--- src/rtl/mode_switch_pkg.sv ---
/*
  shared constants for the mode-select controller: mode codes, controller
  states, broadcast addresses and the settle / report timing.
  assumes a 100 MHz system clock.
*/
package mode_switch_pkg;

  // ==========================================================================
  // timing
  localparam int CLK_PERIOD_NS   = 10;
  localparam int SETTLE_TIME_US  = 1000;    // 1 ms
  localparam int RSSI_PERIOD_US  = 100000;  // 100 ms
  localparam int SETTLE_CYCLES   = SETTLE_TIME_US * 1000 / CLK_PERIOD_NS;
  localparam int RSSI_CYCLES     = RSSI_PERIOD_US * 1000 / CLK_PERIOD_NS;
  localparam int CNT_W           = 24;

  // ==========================================================================
  // mode codes, value of {bit2, bit1, bit0}
  localparam logic [2:0] MODE_RSSI   = 3'h0;
  localparam logic [2:0] MODE_CONT   = 3'h1;
  localparam logic [2:0] MODE_SUBPKT = 3'h2;
  localparam logic [2:0] MODE_WAKE   = 3'h4;
  localparam logic [2:0] MODE_SAVE   = 3'h6;
  localparam logic [2:0] MODE_SLEEP  = 3'h7;
  localparam logic [2:0] PIN_RESET   = 3'h0;

  // ==========================================================================
  // addressing
  localparam logic [15:0] BCAST_ADDR_LO = 16'h0000;
  localparam logic [15:0] BCAST_ADDR_HI = 16'hFFFF;

  typedef enum logic [2:0] {ST_INIT, ST_RUN, ST_DEFER, ST_SETTLE, ST_SLEEP} sw_state_e;

  // ==========================================================================
  // air rate chosen from the uart baud code; never falls as baud rises
  function automatic logic [2:0] air_rate_for_baud(input logic [2:0] baud);
    logic [2:0] r;
    r = 3'h0;
    case (baud)
      3'h0, 3'h1, 3'h2: r = 3'h0;
      3'h3:             r = 3'h1;
      3'h4:             r = 3'h2;
      3'h5:             r = 3'h3;
      3'h6:             r = 3'h4;
      default:          r = 3'h5;
    endcase
    return r;
  endfunction

endpackage

--- src/rtl/mode_switch_ctrl.sv ---
/*
  mode-select controller: picks the operating mode from three pins, defers
  a change while data is pending, drives the busy/ready indicator, emits
  the periodic noise byte in report mode and sets radio enables, air rate
  and broadcast status.
  assumes the datapath reports pending tx/rx data and self-check completion,
  and that a uart outside this block serialises the bytes presented here.
*/
`timescale 1ns/1ns
module mode_switch_ctrl
  import mode_switch_pkg::*;
#(
  parameter int SETTLE_CNT = SETTLE_CYCLES,
  parameter int RSSI_CNT   = RSSI_CYCLES
) (
  input  wire logic        clk_in,
  input  wire logic        rst_in,
  input  wire logic        mode_sel_bit0_in,
  input  wire logic        mode_sel_bit1_in,
  input  wire logic        mode_sel_bit2_in,
  input  wire logic        selfcheck_done_in,
  input  wire logic        tx_pending_in,
  input  wire logic        rx_pending_in,
  input  wire logic        host_streaming_in,
  input  wire logic [2:0]  baud_sel_in,
  input  wire logic [2:0]  air_rate_field_in,
  input  wire logic [15:0] node_addr_in,
  input  wire logic [7:0]  rssi_level_in,
  input  wire logic [7:0]  rx_byte_in,
  input  wire logic        rx_byte_valid_in,
  output logic             busy_ready_out,
  output logic      [2:0]  active_mode_out,
  output logic             sleep_out,
  output logic             radio_tx_en_out,
  output logic             radio_rx_en_out,
  output logic      [2:0]  air_rate_out,
  output logic             broadcast_out,
  output logic      [7:0]  rssi_byte_out,
  output logic             rssi_valid_out,
  output logic      [7:0]  uart_byte_out,
  output logic             uart_valid_out
);

  localparam logic [CNT_W-1:0] SETTLE_LAST = CNT_W'(SETTLE_CNT - 1);
  localparam logic [CNT_W-1:0] RSSI_LAST   = CNT_W'(RSSI_CNT - 1);

  logic [2:0]       req_mode;
  logic [2:0]       prev_pins_r;
  logic             pending;
  logic             operating;
  logic [2:0]       falling;
  sw_state_e        state_r;
  sw_state_e        state_nxt;
  logic [2:0]       active_r;
  logic [2:0]       active_nxt;
  logic [CNT_W-1:0] settle_r;
  logic [CNT_W-1:0] settle_nxt;
  logic [CNT_W-1:0] rcnt_r;
  logic [CNT_W-1:0] rcnt_nxt;
  logic             busy_r;
  logic             busy_nxt;
  logic [7:0]       rssi_byte_r;
  logic [7:0]       rssi_byte_nxt;
  logic             rssi_valid_r;
  logic             rssi_valid_nxt;
  logic [7:0]       uart_byte_r;
  logic [7:0]       uart_byte_nxt;
  logic             uart_valid_r;
  logic             uart_valid_nxt;
  logic             tx_en;
  logic             rx_en;

  // ==========================================================================
  // pin capture
  pin_sync u_pin_sync (
    .clk_in    (clk_in),
    .rst_in    (rst_in),
    .pins_in   ({mode_sel_bit2_in, mode_sel_bit1_in, mode_sel_bit0_in}),
    .level_out (req_mode)
  );

  // streaming input in the sub-package and wake modes counts as unfinished work
  assign pending   = tx_pending_in | rx_pending_in
                   | (host_streaming_in & ((active_r == MODE_SUBPKT)
                                         | (active_r == MODE_WAKE)));
  assign falling   = prev_pins_r & ~req_mode;
  assign operating = (state_r == ST_RUN) | (state_r == ST_DEFER) | (state_r == ST_SETTLE);

  // ==========================================================================
  // mode sequencer
  always_comb begin
    state_nxt  = state_r;
    active_nxt = active_r;
    settle_nxt = settle_r;
    case (state_r)
      ST_INIT: begin
        if (selfcheck_done_in) begin
          active_nxt = req_mode;
          state_nxt  = (req_mode == MODE_SLEEP) ? ST_SLEEP : ST_RUN;
        end
      end
      ST_RUN: begin
        settle_nxt = '0;
        if (req_mode != active_r) begin
          state_nxt = pending ? ST_DEFER : ST_SETTLE;
        end
      end
      ST_DEFER: begin
        settle_nxt = '0;
        if (req_mode == active_r) begin
          state_nxt = ST_RUN;
        end else if (!pending) begin
          state_nxt = ST_SETTLE;
        end
      end
      ST_SETTLE: begin
        // pins that return to the running mode cancel the change
        if (req_mode == active_r) begin
          state_nxt = ST_RUN;
        end else if (pending) begin
          state_nxt = ST_DEFER;
        end else if (settle_r == SETTLE_LAST) begin
          active_nxt = req_mode;
          state_nxt  = (req_mode == MODE_SLEEP) ? ST_SLEEP : ST_RUN;
        end else begin
          settle_nxt = settle_r + 1'b1;
        end
      end
      ST_SLEEP: begin
        settle_nxt = '0;
        if (|falling) begin
          state_nxt = ST_SETTLE;
        end
      end
      default: begin
        state_nxt = ST_INIT;
      end
    endcase
  end

  // ==========================================================================
  // indicator, noise report and receive stream
  always_comb begin
    busy_nxt       = (state_nxt != ST_INIT) & ~pending;
    rcnt_nxt       = '0;
    rssi_valid_nxt = 1'b0;
    rssi_byte_nxt  = rssi_byte_r;
    if (operating && (active_r == MODE_RSSI)) begin
      if (rcnt_r == RSSI_LAST) begin
        rssi_valid_nxt = 1'b1;
        rssi_byte_nxt  = rssi_level_in;
      end else begin
        rcnt_nxt = rcnt_r + 1'b1;
      end
    end
    // bytes pass straight through, so no packet boundary opens a gap
    uart_valid_nxt = rx_byte_valid_in & rx_en;
    uart_byte_nxt  = rx_byte_valid_in ? rx_byte_in : uart_byte_r;
  end

  always_ff @(posedge clk_in) begin
    if (rst_in) begin
      state_r      <= ST_INIT;
      active_r     <= MODE_RSSI;
      settle_r     <= '0;
      rcnt_r       <= '0;
      busy_r       <= 1'b0;
      rssi_byte_r  <= 8'h00;
      rssi_valid_r <= 1'b0;
      uart_byte_r  <= 8'h00;
      uart_valid_r <= 1'b0;
      prev_pins_r  <= PIN_RESET;
    end else begin
      state_r      <= state_nxt;
      active_r     <= active_nxt;
      settle_r     <= settle_nxt;
      rcnt_r       <= rcnt_nxt;
      busy_r       <= busy_nxt;
      rssi_byte_r  <= rssi_byte_nxt;
      rssi_valid_r <= rssi_valid_nxt;
      uart_byte_r  <= uart_byte_nxt;
      uart_valid_r <= uart_valid_nxt;
      prev_pins_r  <= req_mode;
    end
  end

  // ==========================================================================
  // radio enables and air rate per mode
  always_comb begin
    tx_en = 1'b0;
    rx_en = 1'b0;
    if (operating) begin
      case (active_r)
        MODE_CONT, MODE_SUBPKT: begin
          tx_en = 1'b1;
          rx_en = 1'b1;
        end
        MODE_WAKE: tx_en = 1'b1;
        MODE_SAVE: rx_en = 1'b1;
        default: begin
          tx_en = 1'b0;
          rx_en = 1'b0;
        end
      endcase
    end
  end

  assign air_rate_out    = (active_r == MODE_CONT) ? air_rate_for_baud(baud_sel_in)
                                                   : air_rate_field_in;
  assign broadcast_out   = (node_addr_in == BCAST_ADDR_LO)
                         | (node_addr_in == BCAST_ADDR_HI);
  assign radio_tx_en_out = tx_en;
  assign radio_rx_en_out = rx_en;
  assign busy_ready_out  = busy_r;
  assign active_mode_out = active_r;
  assign sleep_out       = (state_r == ST_SLEEP);
  assign rssi_byte_out   = rssi_byte_r;
  assign rssi_valid_out  = rssi_valid_r;
  assign uart_byte_out   = uart_byte_r;
  assign uart_valid_out  = uart_valid_r;
endmodule

--- src/rtl/pin_sync.sv ---
/*
  three-stage synchroniser for the mode-select pins.
  assumes the pins are asynchronous to clk_in; a new level is accepted only
  when the second and third stages agree.
*/
`timescale 1ns/1ns
module pin_sync
  import mode_switch_pkg::*;
(
  input  wire logic       clk_in,
  input  wire logic       rst_in,
  input  wire logic [2:0] pins_in,
  output logic      [2:0] level_out
);

  logic [2:0] s1_r;
  logic [2:0] s2_r;
  logic [2:0] s3_r;
  logic [2:0] level_r;
  logic [2:0] level_nxt;

  // ==========================================================================
  // acceptance
  always_comb begin
    level_nxt = level_r;
    if (s2_r == s3_r) begin
      level_nxt = s3_r;
    end
  end

  always_ff @(posedge clk_in) begin
    if (rst_in) begin
      s1_r    <= PIN_RESET;
      s2_r    <= PIN_RESET;
      s3_r    <= PIN_RESET;
      level_r <= PIN_RESET;
    end else begin
      s1_r    <= pins_in;
      s2_r    <= s1_r;
      s3_r    <= s2_r;
      level_r <= level_nxt;
    end
  end

  assign level_out = level_r;

endmodule
--- config.mk ---
export PLATFORM = sky130hd
export DESIGN_NAME = mode_switch_ctrl
export DESIGN_NICKNAME = d
export VERILOG_FILES = /design/src/rtl/mode_switch_pkg.sv /design/src/rtl/mode_switch_ctrl.sv /design/src/rtl/pin_sync.sv
export SDC_FILE = /design/constraint.sdc
export NUM_CORES = 1
export LEC_CHECK = 0
export ABC_AREA = 1
export ABC_CLOCK_PERIOD_IN_PS = 1650
export BUFFER_PORTS_ARGS = -buffer_cell sky130_fd_sc_hd__buf_2
export CAP_MARGIN = 20
export CELL_PAD_IN_SITES_DETAIL_PLACEMENT = 0
export CELL_PAD_IN_SITES_GLOBAL_PLACEMENT = 2
export CORE_UTILIZATION = 28
export CTS_CLUSTER_DIAMETER = 100
export DETAILED_ROUTE_END_ITERATION = 10
export GPL_ROUTABILITY_DRIVEN = 0
export PLACE_DENSITY_LB_ADDON = 0.1
export SETUP_SLACK_MARGIN = 0.4
export SYNTH_ARGS = -nofsm -noshare
export SYNTH_HDL_FRONTEND = slang
export SYNTH_HIERARCHICAL = 1
export SYNTH_SLANG_ARGS = --single-unit
--- constraint.sdc ---
create_clock -name clk_in -period 1.65 [get_ports clk_in]
set_clock_uncertainty 0.1 [all_clocks]
set_input_delay 0.495 -clock clk_in [delete_from_list [all_inputs] [get_ports clk_in]]
set_output_delay 0.495 -clock clk_in [all_outputs]
set_load 0.01 [all_outputs]
==> results of run 1 <==
cells in the mapped netlist, types with 3 or more instances:
master,n
dfxtp_1,88
nor3_1,23
o21a_1,3
xnor2_1,8
xor2_1,14
nand3_1,57
nor4_1,10
clkbuf_1,6
nand4_1,22
inv_2,5
o21ai_0,19
nor2_1,129
nor3_2,4
inv_1,90
o21ai_1,4
buf_2,4
buf_6,5
nand2_1,142
nand3_2,5
a21oi_1,40
nor2_4,3
layer usage:
metal	part of all wire [%]	vias to the layer above	wire length, um	GRT usage [%]
li1	-	2716	-	-
met1	45	2438	7040	21.8
met2	51	86	7940	32.5
met3	2.7	19	423	3.18
met4	1.6	0	255	5.87
met5	0	-	0	0
registers in the layout, summed over array words and instances, names as in the netlist, 8 cells and up:
signal / flops
rcnt_r: 24
rssi_byte_out: 8
settle_r: 24
uart_byte_out: 8
cells by family after synthesis:
kind of cell | after synthesis
fa+ha+maj | 2
compound gates | 73
xor+xnor | 23
buf+inv | 113
flops | 88
simple gates | 413
final cells by class:
class,instances,area share [%]
Clock buffer,9,2.75
Clock inverter,7,0.854
Inverter,95,4.77
Multi-Input combinational cell,512,43.0
Sequential cell,88,22.3
Tap cell,220,3.36
Timing Repair Buffer,210,22.8
Timing Repair inverter,1,0.198
critical path, stage by stage (launching register included):
cell	delay, ps
dfxtp_4	370
nor3_4	240
inv_4	100
o31ai_4	170
buf_2	160
worst paths after layout:
kind	to	slack, ps	cells past startpoint
setup / recovery	air_rate_out[1]	-330	4
hold / removal	u_pin_sync/s1_r[0]	240	3
setup reg to reg	settle_r[22]	-180	11
hold reg to reg	u_pin_sync/s2_r[2]	300	2
per-stage QoR:
step                TNS, ps  power [mW]
global route         -12660        7.60
finish                -6360        7.23
detailed placement    -3190        3.97
CTS                   -4670        6.90
global placement      -2310        3.94
floorplan                 0        3.39
timing repair:
item,4_1_cts,5_1_grt
setup buffers,29,12
endpoints found under the setup margin,94,94
gates resized for setup,169,93
cloned,5,0
pin swaps,37,42
power by group:
group,total [mW],internal [mW],switching [mW]
clock network,2.09,1.17,0.922
registers,2.31,2.22,0.0923
logic,2.82,1.33,1.49
==> results_dict.tcl, run 1 <==
set metrics [dict create \
    powerDensity_nw_per_um2 882 \
    cts_buffers 9 \
    boundaryPins 77 \
    start_util_pct 28.8 \
    syn_nets 762 \
    netlist_instances 712 \
    final_cells 1142 \
    numClockSinks 88 \
    drt-vias-per-instance 4.61 \
    layout-drive-gt1-share_pct 50.4 \
    grt_pass1_vias 5388 \
    hold_ws_ps 243 \
    final_common_cell "nand2_1" \
    syn_avg_cell_area_sq_um 6.74 \
    synth-xor-area-share_pct 4.35 \
    syn_area_sq_um 4800 \
    timing.rr.start "active_mode_out[1]" \
    synth_edf_count 0 \
    layout_common_cells "nand2_1, nor2_1, buf_4, inv_1" \
    dr.pass1.iters 4 \
    post_drt_wl_per_cell_um 13.7 \
    relSlewSlack_pct 77.8 \
    min_from "mode_sel_bit0_in" \
    start_kind "flip-flop" \
    multi_input_area_sq_um 3530 \
    synthFlopType "dfxtp_1" \
    die_h_um 133 \
    grt_pass1_wl_mm 25.5 \
    cts.root.buffer_cell "clkbuf_16" \
    grt-ovfl-total 0 \
    synth-warning-count 6 \
    finalHoldViolCount 0 \
    via_count 5259 \
    layout_setup_ws_ps -333 \
    die_area_sq_um 17700 \
    diodes 0 \
    insertion_delay_ps 350 \
    clockBufferDepth 2 \
    synth.mux.area_fraction_pct 0 \
    port_buffers 76 \
    synth_top_cell_by_area "dfxtp_1" \
    clkTransAtPathRegs_ps 70 \
    core_area_sq_um 16600 \
    final.min_clock_period_ps 1980 \
    cts_tree "yes" \
    synth_top_family_by_area "simple AND/OR/NAND/NOR gates" \
    postRouteAntennaNets 0 \
    synth_compound_area_share_pct 8.19 \
    synth_seq_cells 88 \
    cp.required_ps 1050 \
    first_iter_violations 208 \
    rsz0062_at_grt "yes" \
    violations "negative setup slack" \
    cap_violations 0 \
    slew_violations 0 \
    finish.utilization_pct 49.3 \
    cts_htree_levels 3 \
    hpwl_mm 10.7 \
    regArea_sq_um 1830 \
    min_path_type "in2reg" \
    remaining_drc_errors 0 \
    grt_max_degree 26 \
    setup_viol 69 \
    synthArstFlopShare_pct 0 \
    ir_drop_mv 0.630 \
    nets 967 \
    max_clock_freq_mhz 504 \
    synth_cell_type_count 44 \
    p_leak_nw 3.31 \
    syn_to_final_growth_pct 70.9 \
    yosys.area.top_type_share_pct 36.7 \
    finalWirelength_mm 15.7 \
    endpoint_kind "output port" \
    period_share_pct 120 \
    critical_path_class "reg2out" \
    cts_hold_buffers 0 \
    rows 47 \
    synthTopCellsByArea "dfxtp_1, nand2_1, nor2_1, inv_1, nand3_1" \
    dp.cells 1080 \
    die_width_um 133 \
    post_dp_cell_area_sq_um 6320 \
    status "complete, but fails checks" \
    nFillCells 1636 \
    crit_fanout 7 \
    place_ws_ps -280 \
    cp-startpoint "active_mode_out[1]" \
    ys_seq_area_share_pct 36.7 \
    grt_use_total_pct 18.1 \
    tightest_slew_ps 330 \
    finalInstanceArea_sq_um 8200 \
    yosys.area_share.simple_pct 40.2 \
    antenna_found_initial 0 \
    cp.arrival_ps 1390 \
    synthAdderAreaFrac_pct 0.521 \
]
Note: power is estimated with default switching activity, not from simulation.
==> inputs of run 2 (changes only) <==
--- a/config.mk
+++ b/config.mk
@@ -11,8 +11,10 @@
 export CAP_MARGIN = 20
 export CELL_PAD_IN_SITES_DETAIL_PLACEMENT = 0
 export CELL_PAD_IN_SITES_GLOBAL_PLACEMENT = 2
-export CORE_UTILIZATION = 28
+export CORE_UTILIZATION = 29
+export CTS_BUF_LIST = sky130_fd_sc_hd__clkbuf_4
 export CTS_CLUSTER_DIAMETER = 100
+export CTS_CLUSTER_SIZE = 30
 export DETAILED_ROUTE_END_ITERATION = 10
 export GPL_ROUTABILITY_DRIVEN = 0
 export PLACE_DENSITY_LB_ADDON = 0.1
==> results_dict.tcl, run 2 (synthesized netlist as in run 1, its figures left out) <==
set metrics [dict create \
    status "complete, but fails checks" \
    violations "negative setup slack" \
    via_count 5140 \
    timing.rr.start "state_r[1]" \
    die_h_um 131 \
    grt_pass1_wl_mm 24.1 \
    slew_violations 0 \
    largestRegisters "rcnt_r: 24 flops, settle_r: 24 flops" \
    top_usage_layer "met2" \
    antenna_found_initial 1 \
    grt_max_degree 27 \
    grtUsageMet1_pct 22.0 \
    holdPathStages 3 \
    rsz0062_at_grt "yes" \
    critical_path_class "reg2out" \
    r2r-end "settle_r[6]" \
    cts.root.buffer_cell "clkbuf_4" \
    cts_hold_buffers 0 \
    post_dp_cell_area_sq_um 6290 \
    cts_tree "yes" \
    final_cells 1125 \
    cts_htree_levels 3 \
    finalInstanceArea_sq_um 7650 \
    insertion_delay_ps 470 \
    holdPathEnd "u_pin_sync/s1_r[2]" \
    cts_buffers 9 \
    port_buffers 76 \
    multi_input_area_sq_um 3340 \
    layout-drive-gt1-share_pct 48.6 \
    ir_drop_mv 0.365 \
    setup_viol 40 \
    final.min_clock_period_ps 2110 \
    boundaryPins 77 \
    rows 46 \
    crit_fanout 7 \
    final_common_cell "nand2_1" \
    finalWirelength_mm 15.0 \
    postRouteAntennaNets 0 \
    endpoint_kind "output port" \
    first_iter_violations 155 \
    use_met2_pct 32.4 \
    grt-ovfl-total 0 \
    period_share_pct 128 \
    layout_setup_ws_ps -465 \
    finalHoldViolCount 0 \
    grt_pass1_vias 5088 \
    start_util_pct 30.0 \
    rrSetupSlack_ps -300 \
    place_ws_ps -226 \
    hpwl_mm 10.9 \
    syn_to_final_growth_pct 59.3 \
    cap_violations 0 \
    clkTransAtPathRegs_ps 180 \
    core_area_sq_um 16000 \
    fin_setup_tns_ps -9280 \
    cp.required_ps 1050 \
    tightest_slew_ps 394 \
    clockBufferDepth 2 \
    die_area_sq_um 17100 \
    dr.pass1.iters 6 \
    min_path_type "in2reg" \
    post_drt_wl_per_cell_um 13.4 \
    start_kind "flip-flop" \
    relSlewSlack_pct 73.7 \
    drt-vias-per-instance 4.57 \
    remaining_drc_errors 0 \
    grt_use_total_pct 18.2 \
    cp.arrival_ps 1520 \
    min_from "mode_sel_bit2_in" \
    max_clock_freq_mhz 473 \
    numClockSinks 88 \
    reg2reg_depth 12 \
    p_leak_nw 3.03 \
    grtUsageMet3_pct 3.75 \
    layout_common_cells "nand2_1, nor2_1, buf_4, inv_1, buf_6" \
    nets 953 \
    nFillCells 1664 \
    regArea_sq_um 1840 \
    die_width_um 131 \
    dp.cells 1075 \
    powerDensity_nw_per_um2 775 \
]
==> run 2: cell types whose count changed in the layout (fill, tap and decap cells not counted), sizes merged <==
cell,change
diode,+1
clkinvlp,-3
clkinv,+2
inv,+2
buf,-14
bufinv,-1
==> run 2: how the worst max path moves through the flow <==
| stage | start | end | slack (ps) | cells after the start |
|---|---|---|---|---|
| final | active_mode_out[1] | air_rate_out[1] | -460 | 4 |
| after global routing | active_mode_out[1] | air_rate_out[1] | -590 | 4 |
| after CTS | active_mode_out[1] | air_rate_out[1] | -510 | 4 |
| after detailed placement | node_addr_in[4] | broadcast_out | -230 | 5 |
| after global placement | node_addr_in[0] | broadcast_out | -230 | 5 |
| after floorplan | node_addr_in[7] | broadcast_out | 30 | 2 |
==> run 2: cell type report <==
cell class | instances | area share [%]
Timing Repair Buffer | 196 | 21.5
Inverter | 95 | 4.92
Sequential cell | 88 | 24.1
Tap cell | 216 | 3.53
Clock inverter | 7 | 1.19
Multi-Input combinational cell | 512 | 43.7
Antenna cell | 1 | 0.0327
Clock buffer | 9 | 0.884
Timing Repair inverter | 1 | 0.115
==> run 2: critical path, cell delays in order, from the launching register on <==
cell	delay, ps
dfxtp_4	400
nor3_4	240
inv_4	100
o31ai_4	160
buf_2	160
==> run 2: report_power, final <==
| part | internal [mW] | total [mW] | switching (mW) |
|---|---|---|---|
| Combinational | 1.05 | 2.32 | 1.28 |
| Sequential | 2.22 | 2.31 | 0.0954 |
| Clock | 0.373 | 1.29 | 0.917 |
==> run 2: per-layer routing <==
layer | share of wire (%) | up-vias | wire length (um)
met5 | 0 | - | 0
met4 | 1.0 | 0 | 152
met3 | 2.9 | 10 | 439
met2 | 51 | 73 | 7600
met1 | 45 | 2375 | 6830
li1 | - | 2682 | -
==> run 2: what timing repair did <==
item	in CTS	in global routing
gates cloned	4	0
buffers inserted	20	9
endpoints found under the setup margin	93	93
gates resized for setup	155	78
pin swaps	34	39
==> run 2: metrics by stage <==
| stage | utilization, % | hold slack [ps] | power (mW) |
|---|---|---|---|
| 2_1_floorplan | - | 288 | 3.39 |
| 3_3_place_gp | 39.3 | 293 | 3.97 |
| 3_5_place_dp | 39.3 | 295 | 3.98 |
| 4_1_cts | 45.6 | 50.4 | 5.91 |
| 5_1_grt | 47.8 | 55.5 | 6.26 |
| 6_report | 47.8 | 94.2 | 5.93 |
